File: src/logic/ocsel_defines.svh
// Constants for the overcurrent option select block
`ifndef OCSEL_DEFINES_SVH
`define OCSEL_DEFINES_SVH

// =====================================================
// Switch bit positions within the front switch bank
`define OCSEL_SW_RANGE_LO    0
`define OCSEL_SW_RANGE_HI    1
`define OCSEL_SW_CHAR        2
`define OCSEL_SW_LATCH       3
`define OCSEL_SW_DOUBLE      4
`define OCSEL_SW_HS_RANGE    5

// =====================================================
// Range limits in hundredths (seconds or times rated current)
`define OCSEL_DT_R0_MIN      16'h0005
`define OCSEL_DT_R0_MAX      16'h0064
`define OCSEL_DT_R1_MIN      16'h0032
`define OCSEL_DT_R1_MAX      16'h03E8
`define OCSEL_DT_R2_MIN      16'h01F4
`define OCSEL_DT_R2_MAX      16'h2710
`define OCSEL_HS_R0_MIN      16'h00FA
`define OCSEL_HS_R0_MAX      16'h07D0
`define OCSEL_HS_R1_MIN      16'h0032
`define OCSEL_HS_R1_MAX      16'h0190

// =====================================================
// Reset values
`define OCSEL_TRIP_RST       1'b0
`define OCSEL_SW_RST         8'h00

`endif

File: src/logic/ocsel_pkg.sv
// Types for the overcurrent option select block
package ocsel_pkg;

  typedef enum logic [1:0] {
    OCSEL_DT_SHORT = 2'b00,
    OCSEL_DT_MID   = 2'b01,
    OCSEL_DT_LONG  = 2'b10
  } ocsel_dt_range_e;

  typedef enum logic [1:0] {
    OCSEL_EXT_INV  = 2'b00,
    OCSEL_VERY_INV = 2'b01,
    OCSEL_NORM_INV = 2'b10,
    OCSEL_LONG_INV = 2'b11
  } ocsel_curve_e;

  typedef struct packed {
    logic            inverse_mode;
    ocsel_dt_range_e dt_range;
    ocsel_curve_e    inverse_time_curve;
    logic [15:0]     dt_min;
    logic [15:0]     dt_max;
  } ocsel_low_cfg_s;

  typedef struct packed {
    logic        blocked;
    logic        doubled;
    logic [15:0] hs_min;
    logic [15:0] hs_max;
    logic [16:0] start_eff;
  } ocsel_high_cfg_s;

endpackage

File: src/logic/ocsel_top.sv
// Option select and trip latching for a two-stage overcurrent module
//
// Function
// RL1 - Characteristic select 0 picks definite time and 1 picks inverse time for the low stage.
// RL2 - In definite time the range switches give 0.05-1.00 s, 0.5-10.0 s (10 or 01), 5-100 s.
// RL3 - In inverse time the range switches pick extreme, very, normal or long-time inverse.
// RL4 - With latching off both trip outputs drop when the causing input falls below start.
// RL5 - With latching on both trip outputs hold after the input falls until cleared.
// RL6 - Latched trips clear on step and reset pressed together or on the serial clear command.
// RL7 - Step and reset pressed together also erase the recorded measurement values.
// RL8 - With doubling off the high stage start value is applied unchanged.
// RL9 - With doubling on the high stage start value doubles while the object is energised.
// RL10 - High range select 0 offers 2.5 to 20 times rated current plus infinite.
// RL11 - High range select 1 offers 0.5 to 4 times rated current plus infinite.
// RL12 - The infinite high stage setting blocks that stage so it never starts or trips.
// RL13 - Each stage has its own trip latch, set independently but cleared together by the one common clear.
`timescale 1ns/1ps
`include "ocsel_defines.svh"

module ocsel_top (
  // Clock and reset
  input  wire logic                      ref_clk,
  input  wire logic                      rst_b,
  input  wire logic                      clk_en,
  // Front panel and serial inputs (asynchronous)
  input  wire logic [7:0]                front_option_switches,
  input  wire logic                      step_btn,
  input  wire logic                      reset_btn,
  input  wire logic                      serial_clear_cmd,
  // Stage logic inputs (same clock)
  input  wire logic                      low_stage_operate,
  input  wire logic                      high_stage_operate,
  input  wire logic                      object_energising,
  input  wire logic [15:0]               high_start_set,
  input  wire logic                      high_start_infinite,
  // Outputs
  output logic                           low_stage_trip,
  output logic                           high_stage_trip,
  output logic                           erase_records,
  output ocsel_pkg::ocsel_low_cfg_s      low_cfg,
  output ocsel_pkg::ocsel_high_cfg_s     high_cfg
);
  import ocsel_pkg::*;

  // =====================================================
  // Input synchronisers
  logic [10:0] sync1_q;
  logic [10:0] sync2_q;
  logic [10:0] sync_in;
  assign sync_in = {serial_clear_cmd, reset_btn, step_btn, front_option_switches};

  always_ff @(posedge ref_clk or negedge rst_b) begin
    if (!rst_b) begin
      sync1_q <= 11'h000;
      sync2_q <= 11'h000;
    end else if (clk_en) begin
      sync1_q <= sync_in;
      sync2_q <= sync1_q;
    end
  end

  logic [7:0] sw;
  logic       step_s;
  logic       reset_s;
  logic       ser_s;
  assign sw      = sync2_q[7:0];
  assign step_s  = sync2_q[8];
  assign reset_s = sync2_q[9];
  assign ser_s   = sync2_q[10];

  // =====================================================
  // Clear request detection
  logic both_q;
  logic both_d;
  logic ser_q;
  logic ser_d;
  logic clear_pulse;
  logic erase_pulse;

  always_comb begin
    both_d = step_s & reset_s;
    ser_d  = ser_s;
  end

  assign erase_pulse = both_d & ~both_q;                 // RL7
  assign clear_pulse = erase_pulse | (ser_d & ~ser_q);   // RL6

  // =====================================================
  // Trip latches, one per stage
  logic       high_blocked;
  logic [1:0] act;
  logic [1:0] trip_q;
  logic [1:0] trip_d;
  logic       erase_q;
  logic       erase_d;

  assign high_blocked = high_start_infinite;               // RL12
  assign act = {high_stage_operate & ~high_blocked, low_stage_operate};

  genvar gi;
  generate
    for (gi = 0; gi < 2; gi++) begin : g_trip
      always_comb begin
        if (act[gi]) begin
          trip_d[gi] = 1'b1;                               // RL13
        end else if (!sw[`OCSEL_SW_LATCH]) begin
          trip_d[gi] = 1'b0;                               // RL4
        end else if (clear_pulse) begin
          trip_d[gi] = 1'b0;                               // RL6
        end else begin
          trip_d[gi] = trip_q[gi];                         // RL5
        end
      end
    end
  endgenerate

  always_comb begin
    erase_d = erase_pulse;
  end

  always_ff @(posedge ref_clk or negedge rst_b) begin
    if (!rst_b) begin
      trip_q  <= {2{`OCSEL_TRIP_RST}};
      both_q  <= 1'b0;
      ser_q   <= 1'b0;
      erase_q <= 1'b0;
    end else if (clk_en) begin
      trip_q  <= trip_d;
      both_q  <= both_d;
      ser_q   <= ser_d;
      erase_q <= erase_d;
    end
  end

  assign low_stage_trip  = trip_q[0];
  assign high_stage_trip = trip_q[1];
  assign erase_records   = erase_q;

  // =====================================================
  // Configuration decode
  ocsel_low_cfg_s  low_d;
  ocsel_low_cfg_s  low_q;
  ocsel_high_cfg_s high_d;
  ocsel_high_cfg_s high_q;
  logic [1:0]      rsel;

  assign rsel = {sw[`OCSEL_SW_RANGE_HI], sw[`OCSEL_SW_RANGE_LO]};

  always_comb begin
    low_d = '0;
    low_d.inverse_mode = sw[`OCSEL_SW_CHAR];               // RL1
    case (rsel)
      2'b00: begin
        low_d.dt_range = OCSEL_DT_SHORT;                   // RL2
        low_d.dt_min   = `OCSEL_DT_R0_MIN;
        low_d.dt_max   = `OCSEL_DT_R0_MAX;
      end
      2'b11: begin
        low_d.dt_range = OCSEL_DT_LONG;                    // RL2
        low_d.dt_min   = `OCSEL_DT_R2_MIN;
        low_d.dt_max   = `OCSEL_DT_R2_MAX;
      end
      default: begin
        low_d.dt_range = OCSEL_DT_MID;                     // RL2
        low_d.dt_min   = `OCSEL_DT_R1_MIN;
        low_d.dt_max   = `OCSEL_DT_R1_MAX;
      end
    endcase
    case (rsel)
      2'b00:   low_d.inverse_time_curve = OCSEL_EXT_INV;   // RL3
      2'b01:   low_d.inverse_time_curve = OCSEL_VERY_INV;  // RL3
      2'b10:   low_d.inverse_time_curve = OCSEL_NORM_INV;  // RL3
      default: low_d.inverse_time_curve = OCSEL_LONG_INV;  // RL3
    endcase
  end

  always_comb begin
    high_d = '0;
    high_d.blocked = high_blocked;                         // RL12
    if (sw[`OCSEL_SW_HS_RANGE]) begin
      high_d.hs_min = `OCSEL_HS_R1_MIN;                    // RL11
      high_d.hs_max = `OCSEL_HS_R1_MAX;
    end else begin
      high_d.hs_min = `OCSEL_HS_R0_MIN;                    // RL10
      high_d.hs_max = `OCSEL_HS_R0_MAX;
    end
    if (sw[`OCSEL_SW_DOUBLE] && object_energising) begin
      high_d.doubled   = 1'b1;
      high_d.start_eff = {high_start_set, 1'b0};           // RL9
    end else begin
      high_d.start_eff = {1'b0, high_start_set};           // RL8
    end
  end

  always_ff @(posedge ref_clk or negedge rst_b) begin
    if (!rst_b) begin
      low_q  <= '0;
      high_q <= '0;
    end else if (clk_en) begin
      low_q  <= low_d;
      high_q <= high_d;
    end
  end

  assign low_cfg  = low_q;
  assign high_cfg = high_q;
endmodule

File: config.mk
export PLATFORM = sky130hd
export DESIGN_NAME = ocsel_top
export DESIGN_NICKNAME = d
export VERILOG_FILES = /design/src/logic/ocsel_pkg.sv /design/src/logic/ocsel_top.sv
export VERILOG_INCLUDE_DIRS = /design/src /design/src/logic
export SDC_FILE = /design/constraint.sdc
export NUM_CORES = 1
export LEC_CHECK = 0
export BUFFER_PORTS_ARGS = -buffer_cell sky130_fd_sc_hd__buf_2
export CAP_MARGIN = 30
export CORE_MARGIN = 4
export CORE_UTILIZATION = 30
export CTS_CLUSTER_SIZE = 25
export DETAILED_ROUTE_END_ITERATION = 6
export GPL_TIMING_DRIVEN = 1
export PLACE_DENSITY = 0.53
export SYNTH_ARGS = -nofsm -noshare
export SYNTH_HDL_FRONTEND = slang
export SYNTH_SLANG_ARGS = --single-unit
export TNS_END_PERCENT = 5
File: constraint.sdc
create_clock -name ref_clk -period 3.3 [get_ports ref_clk]
set_input_delay 0.66 -clock ref_clk [delete_from_list [all_inputs] [get_ports ref_clk]]
set_output_delay 0.66 -clock ref_clk [all_outputs]
set_load 0.01 [all_outputs]
=== Word-level counts from Yosys, hierarchy flattened ===
Index checks and enable logic that the tools add are counted.
W data, S select, Z words.

* Bitwise gates (word level): 8
* Reduce and logical (&&, ||, !) cells: 4
* Muxes and demuxes: 10
* Equal/unequal tests: 5

{| class="wikitable"
|+ Operators with widths
! operator !! number
|-
| $pmux W25 S2 || 1
|-
| $mux W24 || 1
|-
| $mux W17 || 1
|-
| $pmux W2 S3 || 1
|-
| $mux W1 || 5
|-
| $and A1 B1 Y1 || 4
|-
| $eq A2 B2 Y1 const B || 2
|-
| $pmux W2 S2 || 1
|-
| $reduce_and A2 Y1 || 2
|-
| $ne A3 B1 Y1 const B || 1
|-
| $ne A3 B2 Y1 const B || 1
|-
| $not A1 Y1 || 3
|-
| $eq A2 B1 Y1 const B || 1
|-
| $logic_not A2 Y1 || 1
|-
| $logic_and A1 B1 Y1 || 1
|-
| $or A1 B1 Y1 || 1
|}

* Register bits: 115
* Output and inout port bits: 91

=== Logic depth before layout (Yosys ltp) ===
* Word-level depth: 6
* Depth in mapped cells: 5

=== Worst setup path before layout ===
OpenSTA, ideal clock, no wires.

* Path type: in2reg
* Start point: input clk_en
* End point: register sync1_q[0]
* Cell stages on the path: 3
* Path slack: 1.940 ns
* Arrival time: 1.235 ns
* Data required time: 3.175 ns
* Cells stage by stage: buf_4 > buf_6 > mux2_2

{| class="wikitable"
|+ RTL lines
! element !! line !! RTL
|-
| start: declaration || ocsel_top.sv:24 || <nowiki>input wire logic clk_en,</nowiki>
|-
| end signal: assignment || ocsel_top.sv:57 || <nowiki>sync1_q <= sync_in;</nowiki>
|-
| end: declaration || ocsel_top.sv:47 || <nowiki>logic [10:0] sync1_q;</nowiki>
|}

No word-level cell between the ends.

==> flow_summary_export.csv <==
group,metric,value,unit
floorplan,die-area,10500,µm²
clock_network,cts_buffer_depth,2,
synthesis,synth_xor_area_frac,0,
timing,post-route-period-util,0.544,
pwr,p_int,1.11,mW
worst_setup_path,cp_max_fo,47,
worst_setup_path,critical_path.top_delay_family,"buffers and inverters",
layout,layout_common_cells,"buf_2, dfrtp_1, conb_1",
pwr,switching_power,451,µW
clock_network,clk_pin_slew_worst_paths,0.10,ns
global_routing,grt_pass1_vias,1624,
clock_network,cts_hold_buffers,0,
timing,setup_tns,0,ns
synthesis,ys_warn_count,0,
clock_network,post_cts_buffers,0,
layout,drive_above_1_share,0.401,
timing,finalSetupViolCount,0,
route,drt_pre_antenna_iters,4,
floorplan,design.core.area,8720,µm²
timing,maxSlewViolCount,0,
worst_setup_path,crit_slowest_cell,"buf_2",
clock_network,htreeDepth,2,
layout,fin_cells,410,
timing,worst_pin_slew,0.872,ns
pwr,seq_power_share,0.505,
pwr,max-vdd-ir-drop,271,µV
layout,finish.instance_area,2980,µm²
route,drcViolationCount,0,
synthesis,syn-cell-area,2680,µm²
synthesis,syn_inst,240,
worst_setup_path,path_depth,4,
clock_network,cts_tree,"built",
worst_setup_path,worstSetupPathType,"input pin to flip-flop",
placed_design,dp.cells,403,
global_routing,grt_use_total,0.0924,
status,status,"finished, final reports clean",
route,drt_wl_total,4.75,mm
placed_design,dp_hpwl,3.52,mm
worst_setup_path,r2r.worst_path.cells,3,
route,vias_per_cell,4.02,
synthesis,ys_ff_latch,53,
global_routing,grt.overflow.total,0,
synthesis,synth_top_family_by_area,"buffers and inverters",
synthesis,synth_fa_ha_area_frac,0.0280,
synthesis,synth-compound-area-share,0.0560,
clock_network,ctsResizeCount,0,
clock_network,cts_root_buf,"clkbuf_8",
pwr,clkPwrFrac,0.271,
timing,hold_viol,0,
min_path,worstHoldPathType,"input pin to async pin",
synthesis,yosysUniqueCellTypes,23,
route,drtIter0Drc,36,
job,max_cap_violations,0,
global_routing,grt_max_degree,48,
timing,slew_headroom,0.419,
synthesis,muxShareOfSynthArea,0.159,
floorplan,die_w,103,µm
clock_network,clock_latency,0.30,ns
worst_setup_path,critPathLaunchType,"input pin",
pwr,power.density,523,nW/µm²
layout,layout_commonest_cell,"buf_2",
layout,antenna_cells,0,
worst_setup_path,cp.required,3.52,ns
pwr,comb_power_share,0.224,
global_routing,grt_pass1_wl,7.69,mm
timing,period_minus_slack,1.80,ns
route,wl_per_cell,11.6,µm
floorplan,die_y,103,µm
synthesis,yosys.area_share.simple,0.0518,
worst_setup_path,crit_buf_inv,2,
worst_setup_path,crit_arrival,2.01,ns
worst_setup_path,critPathCaptureType,"flip-flop",
worst_setup_path,slowest_delay,0.66,ns
clock_network,cts_buffers,5,
floorplan,rows,34,
timing,clock.fmax,557,MHz
route,antenna_left,0,
placed_design,portBuffers,88,
placed_design,place_congestion,0.692,
global_routing,antenna_found_initial,0,
timing,rsz0062_at_grt,"no",
pwr,netSwitchingFraction,0.289,
synthesis,syn_area_per_cell,11.2,µm²
placed_design,place_area,2880,µm²
clock_network,clock-sinks,53,
layout,final_nets,342,
pwr,p_leak,1.57,nW
synthesis,yosysSeqAreaShare,0.494,
timing,whs,0.334,ns
route,vias,1650,
worst_setup_path,cp_cell_sequence,"buf_2 > buf_4 > nor2_1 > a21oi_1",
layout,syn2layout_area_growth,11.2,%
timing,finalClockSkew,0.00856,ns
floorplan,ios,125,
floorplan,initial_core_util,0.308,
## registers in the layout, indices dropped and copies added (netlist names)
| register | cells |
|---|---|
| high_cfg | 21 |
| low_cfg | 9 |
| sync1_q | 9 |
| sync2_q | 9 |
| trip_q | 2 |
| both_q | 1 |
| erase_records | 1 |
| ser_q | 1 |
## area by class of cell
cell class / instances / area (µm²)
Timing Repair Buffer: 90 / 455
Tap cell: 108 / 135
Fill cell: 880 / 5740
Clock inverter: 2 / 35.0
Inverter: 12 / 45.0
Sequential cell: 53 / 1330
Clock buffer: 5 / 68.8
Multi-Input combinational cell: 140 / 918
## synth_stat cells, drive strengths merged
cell type	n	area, µm²
buf	68	517
dfrtp	53	1330
mux2	21	236
nor2	20	75.1
mux2i	19	190
a21oi	17	85.1
inv	12	45.0
o21ai	8	40.0
ha	6	75.1
nand2	6	30.0
nand3	3	15.0
a31o	1	8.76
a32o	1	10.0
conb	1	3.75
nand4	1	6.26
nor2b	1	6.26
o22ai	1	6.26
or2	1	6.26
## power by group through the flow
stage                     combinational, mW  clock, mW  sequential (mW)
final                                 0.349      0.423            0.789
after global placement                0.354          0            0.800
after detailed placement              0.357          0            0.804
after floorplan                       0.267          0            0.825
after CTS                             0.358      0.446            0.792
after global routing                  0.392      0.469            0.805
## cells by family (layout without fill, tap and decap cells)
logic type / count (synthesis) / count (layout)
mux: 40 / 40
fa+ha+maj: 6 / 6
simple gates: 32 / 32
compound gates: 28 / 28
buf+inv: 80 / 109
other cells: 1 / 34
flops: 53 / 53
## layer usage
metal  routed length (µm)  up-vias  global-route usage
li1                     -      817                   -
met1                 2030      756               0.115
met2                 2200       72               0.150
met3                  446        5              0.0298
met4                   65        0              0.0333
met5                    0        -                   0
## worst paths after layout
check / to / startpoint / slack, ns
hold reg to reg: high_cfg[26]$_DFFE_PN0P_ / sync2_q[5]$_DFFE_PN0P_ / 0.47
hold / removal: high_cfg[2]$_DFFE_PN0P_ / rst_b / 0.33
setup reg to reg: low_cfg[34]$_DFFE_PN0P_ / sync2_q[0]$_DFFE_PN0P_ / 2.09
min in group ref_clk: high_cfg[26]$_DFFE_PN0P_ / sync2_q[5]$_DFFE_PN0P_ / 0.47
setup / recovery: high_cfg[11]$_DFFE_PN0P_ / clk_en / 1.50
max in group asynchronous: sync1_q[1]$_DFFE_PN0P_ / rst_b / 2.18
## through the flow
stage	setup WS (ns)	utilization	total power, mW
final	1.50	0.342	1.56
after global routing	1.35	0.342	1.67
after CTS	1.49	0.342	1.60
after detailed placement	1.17	0.330	1.16
after global placement	1.17	0.330	1.15
after floorplan	1.94	-	1.09
No activity file was read; power rests on OpenSTA's default activity.
